`config.mk`:
```
export PLATFORM = sky130hd
export DESIGN_NAME = iatp_top
export DESIGN_NICKNAME = d
export VERILOG_FILES = /design/src/iatp_pkg.sv /design/src/iatp_arbiter.sv /design/src/iatp_trap_unit.sv /design/src/iatp_top.sv
export VERILOG_INCLUDE_DIRS = /design/src
export SDC_FILE = /design/constraint.sdc
export NUM_CORES = 2
export LEC_CHECK = 0
export BUFFER_PORTS_ARGS = -buffer_cell sky130_fd_sc_hd__buf_2
export CORE_MARGIN = 2
export CORE_UTILIZATION = 65
export CTS_CLUSTER_DIAMETER = 120
export DETAILED_ROUTE_END_ITERATION = 6
export PLACE_DENSITY = 0.83
export SETUP_SLACK_MARGIN = 0.3
export SLEW_MARGIN = 20
export SYNTH_ARGS = -nofsm -noshare
export SYNTH_HDL_FRONTEND = slang
export SYNTH_SLANG_ARGS = --single-unit
```
`constraint.sdc`:
```
create_clock -name clk -period 245.4 [get_ports clk]
set_input_delay 12.27 -clock clk [delete_from_list [all_inputs] [get_ports clk]]
set_output_delay 12.27 -clock clk [all_outputs]
set_load 0.01 [all_outputs]
```
`src/iatp_cfg.svh`:
```
// Offsets, field positions, reset values and vector constants of the interrupt and trap block
`ifndef IATP_CFG_SVH
`define IATP_CFG_SVH

`define IATP_ADDR_W        12
`define IATP_OFS_EXC_FLAG  12'h000
`define IATP_OFS_EXC_CLR   12'h004
`define IATP_OFS_EXC_EN    12'h008
`define IATP_OFS_CPU_STAT  12'h00c
`define IATP_OFS_SRC_BASE  12'h100

`define IATP_GROUP_LEVEL_LSB      0
`define IATP_GROUP_LEVEL_MSB      1
`define IATP_PRIORITY_LEVEL_LSB      2
`define IATP_PRIORITY_LEVEL_MSB      5
`define IATP_IE_BIT        6
`define IATP_IR_BIT        7
`define IATP_CTRL_RST      8'h00
`define IATP_MAX_LEVEL     4'hf

`define IATP_NUM_FLAGS     9
`define IATP_FLG_NMI       0
`define IATP_FLG_STACK_OVERFLOW_FLAG     1
`define IATP_FLG_STACK_UNDERFLOW_FLAG     2
`define IATP_FLG_B_LO      3
`define IATP_FLG_B_HI      7
`define IATP_FLG_RESET     8

`define IATP_VEC_RESET     24'h000000
`define IATP_VEC_NMI       24'h000008
`define IATP_VEC_STACK_OVERFLOW_FLAG     24'h000010
`define IATP_VEC_STACK_UNDERFLOW_FLAG     24'h000018
`define IATP_VEC_CLASS_B   24'h000028
`define IATP_NUM_RESET     8'h00
`define IATP_NUM_NMI       8'h02
`define IATP_NUM_STACK_OVERFLOW_FLAG     8'h04
`define IATP_NUM_STACK_UNDERFLOW_FLAG     8'h06
`define IATP_NUM_CLASS_B   8'h0a
`define IATP_SRC_TRAP_BASE 8'h10

`endif

```
`src/iatp_pkg.sv`:
```
// Types shared by the interrupt and trap block
package iatp_pkg;

  typedef enum logic [1:0] {
    CLS_NONE,
    CLS_B,
    CLS_A,
    CLS_RESET
  } iatp_class_e;

  typedef enum logic [1:0] {
    KIND_INT,
    KIND_TRAP,
    KIND_SW
  } iatp_kind_e;

  typedef enum logic [1:0] {
    ST_IDLE,
    ST_OFFER,
    ST_TRAP_SVC
  } iatp_state_e;

  // Numeric rank of a trap class, higher wins
  function automatic logic [1:0] iatp_rank(input iatp_class_e c);
    case (c)
      CLS_RESET: iatp_rank = 2'h3;
      CLS_A:     iatp_rank = 2'h2;
      CLS_B:     iatp_rank = 2'h1;
      default:   iatp_rank = 2'h0;
    endcase
  endfunction

endpackage

```
`src/iatp_arbiter.sv`:
```
// Priority arbiter over the source control registers
`timescale 1ns/1ps
module iatp_arbiter
  import iatp_pkg::*;
#(
  parameter int NUM_SRC = 56
) (
  input  logic [7:0]                   ctrl [NUM_SRC],
  input  logic [3:0]                   cpuLevel,
  output logic                         found,
  output logic [$clog2(NUM_SRC)-1:0]   idx,
  output logic [3:0]                   level
);
  `include "iatp_cfg.svh"

  localparam int IW = $clog2(NUM_SRC);

  // Elaboration check of the source count
  if (NUM_SRC < 2 || NUM_SRC > 128) begin : g_badCount
    $error("NUM_SRC out of range");
  end

  // Highest level first, then highest group; lower index on a full tie
  always_comb begin
    logic [5:0] best;
    logic [5:0] key;
    logic       elig;
    key   = 6'h00;
    elig  = 1'b0;
    best  = 6'h00;
    found = 1'b0;
    idx   = '0;
    for (int i = 0; i < NUM_SRC; i++) begin
      key  = {ctrl[i][`IATP_PRIORITY_LEVEL_MSB:`IATP_PRIORITY_LEVEL_LSB], ctrl[i][`IATP_GROUP_LEVEL_MSB:`IATP_GROUP_LEVEL_LSB]};
      elig = ctrl[i][`IATP_IR_BIT] && ctrl[i][`IATP_IE_BIT]
             && (ctrl[i][`IATP_PRIORITY_LEVEL_MSB:`IATP_PRIORITY_LEVEL_LSB] > cpuLevel);
      if (elig && (!found || key > best)) begin
        best  = key;
        found = 1'b1;
        idx   = IW'(i);
      end
    end
    level = best[5:2];
  end
endmodule

```
`src/iatp_trap_unit.sv`:
```
// Pending hardware traps and their fixed priority, vector and number
`timescale 1ns/1ps
`include "iatp_cfg.svh"
module iatp_trap_unit
  import iatp_pkg::*;
(
  input  logic                        clk,
  input  logic                        srst,
  input  logic                        ce,
  input  logic [`IATP_NUM_FLAGS-1:0]  trapEvt,
  input  logic                        ackTrap,
  output logic                        hasTrap,
  output iatp_class_e                 trapClass,
  output logic [23:0]                 trapVec,
  output logic [7:0]                  trapNum
);

  logic [`IATP_NUM_FLAGS-1:0] pend_reg;
  logic [`IATP_NUM_FLAGS-1:0] ackMask;
  logic                       selReset;
  logic                       selNmi;
  logic                       selStkOf;
  logic                       selStkUf;
  logic                       selB;

  // Fixed order: resets, then class A one by one, then class B as a group
  assign selReset = pend_reg[`IATP_FLG_RESET];
  assign selNmi   = !selReset && pend_reg[`IATP_FLG_NMI];
  assign selStkOf = !selReset && !pend_reg[`IATP_FLG_NMI] && pend_reg[`IATP_FLG_STACK_OVERFLOW_FLAG];
  assign selStkUf = !selReset && !pend_reg[`IATP_FLG_NMI] && !pend_reg[`IATP_FLG_STACK_OVERFLOW_FLAG]
                    && pend_reg[`IATP_FLG_STACK_UNDERFLOW_FLAG];
  assign selB     = !selReset && (pend_reg[`IATP_FLG_STACK_UNDERFLOW_FLAG:`IATP_FLG_NMI] == 3'h0)
                    && |pend_reg[`IATP_FLG_B_HI:`IATP_FLG_B_LO];
  assign hasTrap  = |pend_reg;
  assign trapClass = selReset ? CLS_RESET : (selB ? CLS_B : (hasTrap ? CLS_A : CLS_NONE));
  assign trapVec  = selReset ? `IATP_VEC_RESET : selNmi ? `IATP_VEC_NMI : selStkOf ? `IATP_VEC_STACK_OVERFLOW_FLAG
                    : selStkUf ? `IATP_VEC_STACK_UNDERFLOW_FLAG : `IATP_VEC_CLASS_B;
  assign trapNum  = selReset ? `IATP_NUM_RESET : selNmi ? `IATP_NUM_NMI : selStkOf ? `IATP_NUM_STACK_OVERFLOW_FLAG
                    : selStkUf ? `IATP_NUM_STACK_UNDERFLOW_FLAG : `IATP_NUM_CLASS_B;

  // Acknowledge retires the selected trap; class B retires all its causes
  assign ackMask = {selReset, {5{selB}}, selStkUf, selStkOf, selNmi} & {`IATP_NUM_FLAGS{ackTrap}};

  // Pending set wins over acknowledge; a reset trap is pending after reset
  always_ff @(posedge clk) begin
    if (srst) begin
      pend_reg <= `IATP_NUM_FLAGS'(1) << `IATP_FLG_RESET;
    end else if (ce) begin
      pend_reg <= (pend_reg & ~ackMask) | trapEvt;
    end
  end
endmodule

```
`src/iatp_top.sv`:
```
// Interrupt control registers, arbitration and trap sequencing with an Avalon-MM slave
//
// The Avalon-MM slave port and the register offsets were chosen for this implementation.
`timescale 1ns/1ps
module iatp_top
  import iatp_pkg::*;
#(
  parameter int NUM_SRC = 56
) (
  input  logic                   clk,
  input  logic                   srst,
  input  logic                   ce,
  input  logic [11:0]            avsAddress,
  input  logic                   avsRead,
  input  logic                   avsWrite,
  input  logic [31:0]            avsWritedata,
  input  logic [3:0]             avsByteenable,
  output logic [31:0]            avsReaddata,
  output logic                   avsWaitrequest,
  input  logic [NUM_SRC-1:0]     srcReq,
  input  logic                   swResetEvt,
  input  logic                   wdtOverflowEvt,
  input  logic                   nmiEvt,
  input  logic                   stackOverflowEvt,
  input  logic                   stackUnderflowEvt,
  input  logic [4:0]             classBEvt,
  input  logic                   swTrapReq,
  input  logic [6:0]             swTrapNum,
  input  logic [3:0]             cpuLevel,
  input  logic                   cpuAck,
  input  logic                   trapDone,
  output logic                   offerValid,
  output logic [23:0]            offerVector,
  output logic [7:0]             offerTrapNum,
  output logic                   offerIsTrap,
  output logic                   pswForceMax,
  output logic [3:0]             pswLevel,
  output logic                   irq
);
  `include "iatp_cfg.svh"

  localparam int IW = $clog2(NUM_SRC);

  // Elaboration check of the source count
  if (NUM_SRC < 2 || NUM_SRC > 128) begin : g_badCount
    $error("NUM_SRC out of range");
  end

  // Source index decode of a bus address, shared by read and write paths
  function automatic logic [7:0] srcIndex(input logic [11:0] a);
    logic [11:0] d;
    d = a - `IATP_OFS_SRC_BASE;
    srcIndex = d[9:2];
  endfunction

  function automatic logic srcHit(input logic [11:0] a);
    srcHit = (a >= `IATP_OFS_SRC_BASE) && (a[1:0] == 2'h0)
             && (srcIndex(a) < 8'(NUM_SRC));
  endfunction

  logic [7:0]                  ctrl_reg [NUM_SRC];
  logic [`IATP_NUM_FLAGS-1:0]  flag_reg;
  logic [`IATP_NUM_FLAGS-1:0]  flagEn_reg;
  logic                        wait_reg;
  logic [31:0]                 rdata_reg;
  logic                        irq_reg;
  iatp_state_e                 state_reg;
  iatp_state_e                 state_next;
  iatp_kind_e                  kind_reg;
  logic [IW-1:0]               grantIdx_reg;
  logic [1:0]                  svcRank_reg;
  logic [1:0]                  offerRank_reg;
  logic                        swPend_reg;
  logic [6:0]                  swNum_reg;
  logic                        offer_reg;
  logic [23:0]                 vec_reg;
  logic [7:0]                  num_reg;
  logic                        forceMax_reg;
  logic                        isTrap_reg;
  logic [3:0]                  pswLevel_reg;

  logic                        busReq;
  logic                        wrFire;
  logic                        wrSrc;
  logic [7:0]                  wrIdx;
  logic                        wrClr;
  logic                        wrEn;
  logic [31:0]                 rdMux;
  logic [7:0]                  rdSrcByte;
  logic                        arbFound;
  logic [IW-1:0]               arbIdx;
  logic [3:0]                  arbLevel;
  logic                        hasTrap;
  iatp_class_e                 trapClass;
  logic [23:0]                 trapVec;
  logic [7:0]                  trapNum;
  logic [`IATP_NUM_FLAGS-1:0]  trapEvt;
  logic                        ackTrap;
  logic                        ackInt;
  logic                        ackSw;
  logic                        trapOk;
  logic                        intOk;
  logic                        swOk;
  logic [1:0]                  trapRank;
  logic                        forceNext;

  // Bus decode: request answered one cycle after it is seen
  assign busReq    = (avsRead || avsWrite) && wait_reg;
  assign wrFire    = avsWrite && !wait_reg;
  assign wrSrc     = wrFire && srcHit(avsAddress) && avsByteenable[0];
  assign wrIdx     = srcIndex(avsAddress);
  assign wrClr     = wrFire && (avsAddress == `IATP_OFS_EXC_CLR);
  assign wrEn      = wrFire && (avsAddress == `IATP_OFS_EXC_EN);
  assign rdSrcByte = srcHit(avsAddress) ? ctrl_reg[wrIdx[IW-1:0]] : 8'h00;
  assign rdMux     = srcHit(avsAddress) ? {24'h000000, rdSrcByte}
                   : (avsAddress == `IATP_OFS_EXC_FLAG) ? 32'(flag_reg)
                   : (avsAddress == `IATP_OFS_EXC_EN) ? 32'(flagEn_reg)
                   : (avsAddress == `IATP_OFS_CPU_STAT)
                     ? {21'h000000, forceMax_reg, svcRank_reg, state_reg, swPend_reg, 1'b0, cpuLevel}
                   : 32'h00000000;

  // Bus handshake and read data capture
  always_ff @(posedge clk) begin
    if (srst) begin
      wait_reg  <= 1'b1;
      rdata_reg <= 32'h00000000;
    end else if (ce) begin
      wait_reg  <= !busReq;
      rdata_reg <= busReq && avsRead ? rdMux : rdata_reg;
    end
  end

  // Trap causes in flag-bit order; software and watchdog resets share one bit
  assign trapEvt = {swResetEvt || wdtOverflowEvt, classBEvt,
                    stackUnderflowEvt, stackOverflowEvt, nmiEvt};

  iatp_trap_unit u_trap (
    .clk       (clk),
    .srst      (srst),
    .ce        (ce),
    .trapEvt   (trapEvt),
    .ackTrap   (ackTrap),
    .hasTrap   (hasTrap),
    .trapClass (trapClass),
    .trapVec   (trapVec),
    .trapNum   (trapNum)
  );

  iatp_arbiter #(
    .NUM_SRC (NUM_SRC)
  ) u_arb (
    .ctrl     (ctrl_reg),
    .cpuLevel (cpuLevel),
    .found    (arbFound),
    .idx      (arbIdx),
    .level    (arbLevel)
  );

  // Source control registers; hardware request set beats any clear
  for (genvar i = 0; i < NUM_SRC; i++) begin : g_src
    logic hit;
    logic irNext;
    assign hit    = wrSrc && (wrIdx == 8'(i));
    assign irNext = srcReq[i] ? 1'b1
                  : hit ? avsWritedata[`IATP_IR_BIT]
                  : (ackInt && grantIdx_reg == IW'(i)) ? 1'b0
                  : ctrl_reg[i][`IATP_IR_BIT];
    always_ff @(posedge clk) begin
      if (srst) begin
        ctrl_reg[i] <= `IATP_CTRL_RST;
      end else if (ce) begin
        ctrl_reg[i][`IATP_IR_BIT] <= irNext;
        if (hit) begin
          ctrl_reg[i][`IATP_IE_BIT:0] <= avsWritedata[`IATP_IE_BIT:0];
        end
      end
    end
  end

  // Exception flags: sticky, set wins over write-one-to-clear
  always_ff @(posedge clk) begin
    if (srst) begin
      flag_reg   <= '0;
      flagEn_reg <= '0;
      irq_reg    <= 1'b0;
    end else if (ce) begin
      flag_reg   <= (flag_reg & ~(wrClr ? avsWritedata[`IATP_NUM_FLAGS-1:0] : '0)) | trapEvt;
      flagEn_reg <= wrEn ? avsWritedata[`IATP_NUM_FLAGS-1:0] : flagEn_reg;
      irq_reg    <= |(flag_reg & flagEn_reg);
    end
  end

  // Candidate selection for the next offer to the core
  assign trapRank = iatp_rank(trapClass);
  assign trapOk   = hasTrap && (trapRank > svcRank_reg);
  assign swOk     = swPend_reg && state_reg == ST_IDLE;
  assign intOk    = arbFound && state_reg == ST_IDLE;
  assign ackTrap  = state_reg == ST_OFFER && cpuAck && kind_reg == KIND_TRAP;
  assign ackInt   = state_reg == ST_OFFER && cpuAck && kind_reg == KIND_INT;
  assign ackSw    = state_reg == ST_OFFER && cpuAck && kind_reg == KIND_SW;

  // Service sequencer next state
  always_comb begin
    state_next = state_reg;
    case (state_reg)
      ST_IDLE: begin
        if (trapOk || swOk || intOk) state_next = ST_OFFER;
      end
      ST_OFFER: begin
        if (ackTrap) state_next = ST_TRAP_SVC;
        else if (cpuAck) state_next = svcRank_reg != 2'h0 ? ST_TRAP_SVC : ST_IDLE;
      end
      ST_TRAP_SVC: begin
        if (trapOk) state_next = ST_OFFER;
        else if (trapDone) state_next = ST_IDLE;
      end
      default: state_next = ST_IDLE;
    endcase
  end

  // Offer latch: vector, number and kind held until the core acknowledges
  always_ff @(posedge clk) begin
    if (srst) begin
      state_reg     <= ST_IDLE;
      kind_reg      <= KIND_INT;
      isTrap_reg    <= 1'b0;
      grantIdx_reg  <= '0;
      offerRank_reg <= 2'h0;
      offer_reg     <= 1'b0;
      vec_reg       <= 24'h000000;
      num_reg       <= 8'h00;
    end else if (ce) begin
      state_reg <= state_next;
      offer_reg <= state_next == ST_OFFER;
      if (state_reg != ST_OFFER && state_next == ST_OFFER) begin
        isTrap_reg <= trapOk;
        if (trapOk) begin
          kind_reg      <= KIND_TRAP;
          vec_reg       <= trapVec;
          num_reg       <= trapNum;
          offerRank_reg <= trapRank;
        end else if (swOk) begin
          kind_reg <= KIND_SW;
          vec_reg  <= {15'h0000, swNum_reg, 2'h0};
          num_reg  <= {1'b0, swNum_reg};
        end else begin
          kind_reg     <= KIND_INT;
          grantIdx_reg <= arbIdx;
          num_reg      <= `IATP_SRC_TRAP_BASE + 8'(arbIdx);
          vec_reg      <= {14'h0000, `IATP_SRC_TRAP_BASE + 8'(arbIdx), 2'h0};
        end
      end
    end
  end

  // Level forcing: set on trap acceptance, dropped when the service ends
  assign forceNext = ackTrap ? 1'b1
                   : (state_reg == ST_TRAP_SVC && trapDone && !trapOk) ? 1'b0 : forceMax_reg;

  // Trap service rank, level forcing and software trap capture
  always_ff @(posedge clk) begin
    if (srst) begin
      svcRank_reg  <= 2'h0;
      forceMax_reg <= 1'b0;
      pswLevel_reg <= cpuLevel;
      swPend_reg   <= 1'b0;
      swNum_reg    <= 7'h00;
    end else if (ce) begin
      forceMax_reg <= forceNext;
      pswLevel_reg <= forceNext ? `IATP_MAX_LEVEL : cpuLevel;
      if (ackTrap) begin
        svcRank_reg  <= offerRank_reg;
      end else if (state_reg == ST_TRAP_SVC && trapDone && !trapOk) begin
        svcRank_reg  <= 2'h0;
      end
      if (swTrapReq && !swPend_reg) begin
        swPend_reg <= 1'b1;
        swNum_reg  <= swTrapNum;
      end else if (ackSw) begin
        swPend_reg <= 1'b0;
      end
    end
  end

  assign avsReaddata    = rdata_reg;
  assign avsWaitrequest = wait_reg;
  assign offerValid     = offer_reg;
  assign offerVector    = vec_reg;
  assign offerTrapNum   = num_reg;
  assign offerIsTrap    = isTrap_reg;
  assign pswForceMax    = forceMax_reg;
  assign pswLevel       = pswLevel_reg;
  assign irq            = irq_reg;
endmodule

```
==> results.py <==
metrics = {
    "placed_design": {
        "routabilityCongestion": 1.04,
        "dpl.hpwl_mm": 125,
        "numPortBuffers": 140,
        "place_area_sq_mm": 0.0492,
    },
    "synth": {
        "netlist_area_sq_mm": 0.0485,
        "ys_seq_area_share_pct": 21.7,
        "async_reset_ff_share_pct": 0,
        "synth.distinct_cells": 166,
        "synth-seq-cells": 523,
        "synth-edff-count": 4,
        "synth_area_leaders": "dfxtp_1 (21%), ha_1 (12%), nand2_1 (9.9%), a21oi_1 (7.2%), mux4_2 (6.3%)",
        "synth_area_leader_cell": "dfxtp_1",
        "syn_avg_cell_area_sq_um": 7.66,
        "synthCells": 6329,
        "yosys_warnings": 0,
        "synthFlopType": "dfxtp_1",
        "yosysTopAreaCellShare_pct": 21.4,
    },
    "status": {
        "status": "finished, violations left",
        "violations": "DRC",
    },
    "timing": {
        "fmax_mhz": 7.86,
        "hold_violations": 0,
        "fin_tns_setup_ps": 0,
        "worst_pin_slew_ps": 1350,
        "fin_skew_ps": 28.6,
        "rsz0062_at_grt": "no",
        "slew_viol_final": 0,
        "period_needed_ps": 127200,
        "finalSetupViolations": 0,
        "period_share_pct": 51.8,
        "relSlewSlack_pct": 9.85,
        "timing.hold.ws_ps": 452,
    },
    "floorplan": {
        "die_y_um": 277,
        "die_x_um": 277,
        "rows": 100,
        "start_util_pct": 65.4,
        "ios": 206,
        "core_region_area_sq_mm": 0.0741,
        "die_area_sq_mm": 0.0768,
    },
    "grt": {
        "grt_pass1_wl_mm": 264,
        "antenna_found_initial": 6,
        "grt_use_total_pct": 43.1,
        "grt_pass1_vias": 47061,
        "global_route.overflow_total": 0,
        "grt_max_degree": 214,
    },
    "power_and_ir_drop": {
        "leakagePower_nw": 19.9,
        "pwr-share-seq_pct": 44.2,
        "swShare_pct": 25.3,
        "netSwitchingPower_mw": 0.0500,
        "power_frac_comb_pct": 8.7,
        "irDropWorstVdd_mv": 0.00625,
        "internal_power_mw": 0.148,
        "power-per-cell-area_mw_per_mm2": 3.86,
        "pwr-share-clk_pct": 47.1,
    },
    "worst_setup_path": {
        "r2r.worst_path.cells": 503,
        "reg2reg_to": "offerTrapNum[5]",
        "setup.worst_path.start_class": "primary input",
        "cp_slowest_cell": "o31ai_1",
        "path_common_cell": "ha_1",
        "path_max_fanout": 20,
        "required_ps": 245890,
        "worstReg2RegStart": "ctrl_reg[442]",
        "end_kind": "register",
        "crit_type": "in2reg",
        "slowest_delay_ps": 920,
        "r2r_setup_slack_ps": 129960,
        "crit_arrival_ps": 127690,
    },
    "drt": {
        "top_layer_used": "met5",
        "drc": 43,
        "drtIter0Drc": 6823,
        "wl_per_cell_um": 23.5,
        "first_pass_iters": 7,
        "routed-wl-met2_mm": 72.2,
        "wl_met1_mm": 65.1,
        "wirelength_mm": 172,
        "routed-via-count": 50395,
        "wl_met3_mm": 21.3,
        "vias_per_cell": 6.90,
        "final_antenna_net_count": 0,
    },
    "clocking": {
        "h-tree-depth": 2,
        "post-cts-setup-buffers": 0,
        "cts_resized": 0,
        "cts_max_path_buffers": 3,
        "insertion_delay_ps": 640,
        "cts_tree": "built",
        "clk_pin_slew_ps": 60,
        "cts_hold_buf": 0,
        "cts_root_buf": "clkbuf_16",
        "numCtsBuffers": 55,
        "clock-sinks": 523,
    },
    "hold_path": {
        "hold_path.class": "reg2reg",
        "hp-start": "offerRank_reg[1]",
        "hold_depth": 2,
        "min_to": "svcRank_reg[1]",
    },
    "finish": {
        "nNetsFinal": 6890,
        "drive_above_1_share_pct": 10.7,
        "design_area_sq_mm": 0.0512,
        "largest_reg_flops": 448,
        "area_growth_pct": 5.71,
        "fill_cells": 6150,
    },
    "flow_run": {
        "maxCapViolCount": 0,
    },
}
==> synthesized netlist by cell type (all sizes together) (32+ instances only) <==
| master | instances |
|---|---|
| a211oi | 52 |
| inv | 319 |
| and3 | 32 |
| or3 | 32 |
| dfxtp | 519 |
| buf | 132 |
| a21o | 70 |
| nand2b | 34 |
| ha | 461 |
| nor2b | 85 |
| xnor2 | 39 |
| a222oi | 42 |
| o211ai | 71 |
| a21oi | 711 |
| o21a | 100 |
| nand2 | 1287 |
| nand4 | 99 |
| o21ai | 261 |
| clkbuf | 180 |
| nor2 | 433 |
| o2111ai | 59 |
| mux2i | 93 |
| o31ai | 33 |
| or2 | 59 |
| mux4 | 136 |
| nand3 | 152 |
| and2 | 49 |
| a31oi | 70 |
| nor3 | 117 |
| mux2 | 64 |
==> logic make-up (layout without fill, tap and decap cells) <==
family / after synthesis / in the layout / share of synthesized area [%]
buffers and inverters: 642 / 609 / 6.17
flip-flops: 523 / 523 / 21.7
multiplexers: 293 / 293 / 9.83
AND/OR/NAND/NOR: 2496 / 2496 / 23.3
XOR/XNOR: 46 / 46 / 0.917
other: 1 / 42 / 0.00774
adder cells (fa/ha/maj): 470 / 470 / 12.1
AO/OA/AOI/OAI: 1858 / 1858 / 26.0
==> layout by cell type, fill, tap and decap left out, types with 25 or more instances in the layout <==
| cell type | instances |
|---|---|
| inv_1 | 314 |
| nor2_1 | 428 |
| clkbuf_16 | 55 |
| and3_1 | 32 |
| a21o_1 | 69 |
| and2_1 | 44 |
| dfxtp_1 | 519 |
| mux2i_1 | 86 |
| ha_1 | 461 |
| nand4_1 | 99 |
| o211ai_1 | 66 |
| nand3_1 | 151 |
| buf_4 | 50 |
| o21a_1 | 99 |
| o31ai_1 | 30 |
| a22oi_1 | 29 |
| mux4_2 | 136 |
| o21ai_0 | 222 |
| a31oi_1 | 64 |
| nor2b_1 | 82 |
| o22ai_1 | 25 |
| nand2_1 | 1284 |
| a311oi_1 | 27 |
| conb_1 | 39 |
| xnor2_1 | 35 |
| or2_2 | 45 |
| o21ai_1 | 33 |
| nor3_1 | 106 |
| a21oi_1 | 700 |
| mux2_2 | 53 |
| buf_2 | 136 |
| or3_1 | 30 |
| o2111ai_1 | 58 |
| nand2b_1 | 34 |
| a222oi_1 | 42 |
| a211oi_1 | 38 |
==> how the worst max path moves through the flow <==
stage	end	depth (start not counted)	from	slack [ps]
5_1_grt	offerTrapNum[5]	510	cpuLevel[1]	109010
4_1_cts	offerTrapNum[5]	502	cpuLevel[1]	120610
3_3_place_gp	offerTrapNum[5]	501	cpuLevel[1]	122100
6_report	offerTrapNum[5]	504	cpuLevel[1]	118200
3_5_place_dp	offerTrapNum[5]	502	cpuLevel[1]	120470
2_1_floorplan	offerTrapNum[5]	529	cpuLevel[3]	134990
==> power groups by stage <==
stage	clock network, mW	logic, mW	registers (mW)
final	0.0932	0.0171	0.0874
after global routing	0.0959	0.0177	0.0873
after detailed placement	0	0.0161	0.0891
after CTS	0.0927	0.0163	0.0873
after global placement	0	0.0157	0.0891
after floorplan	0	0.0105	0.0886
==> area by class of cell <==
class | count | area (sq um) | share of cell area, %
Multi-Input combinational cell | 5202 | 35200 | 68.7
Sequential cell | 523 | 10500 | 20.5
Clock buffer | 70 | 1520 | 2.97
Inverter | 324 | 1230 | 2.40
Tap cell | 969 | 1210 | 2.37
Timing Repair Buffer | 190 | 1120 | 2.18
Clock inverter | 25 | 450 | 0.879
Antenna cell | 3 | 7.51 | 0.0147
==> critical path, delay by kind of cell <==
| family | cells | cell delay (ps) |
|---|---|---|
| fa+ha+maj | 62 | 18680 |
| mux | 32 | 9970 |
| xor+xnor | 1 | 150 |
| compound gates | 228 | 56410 |
| simple gates | 152 | 26910 |
| buf+inv | 29 | 3020 |
==> through the flow <==
step	instances	total power [mW]	worst slack (ps)	utilization, %
6_report	7306	0.198	118200	69.2
5_1_grt	7305	0.201	109010	69.2
4_1_cts	7303	0.196	120610	69.1
3_5_place_dp	7208	0.105	120470	66.5
3_3_place_gp	7208	0.105	122100	66.5
2_1_floorplan	6367	0.0992	134990	-
==> layer usage <==
metal,up-vias,GRT usage [%]
met5,-,0.625
met4,8,27.7
met3,692,10.7
met2,3016,65.2
met1,23525,54.8
li1,23154,-
No activity file was read; power rests on OpenSTA's default activity.
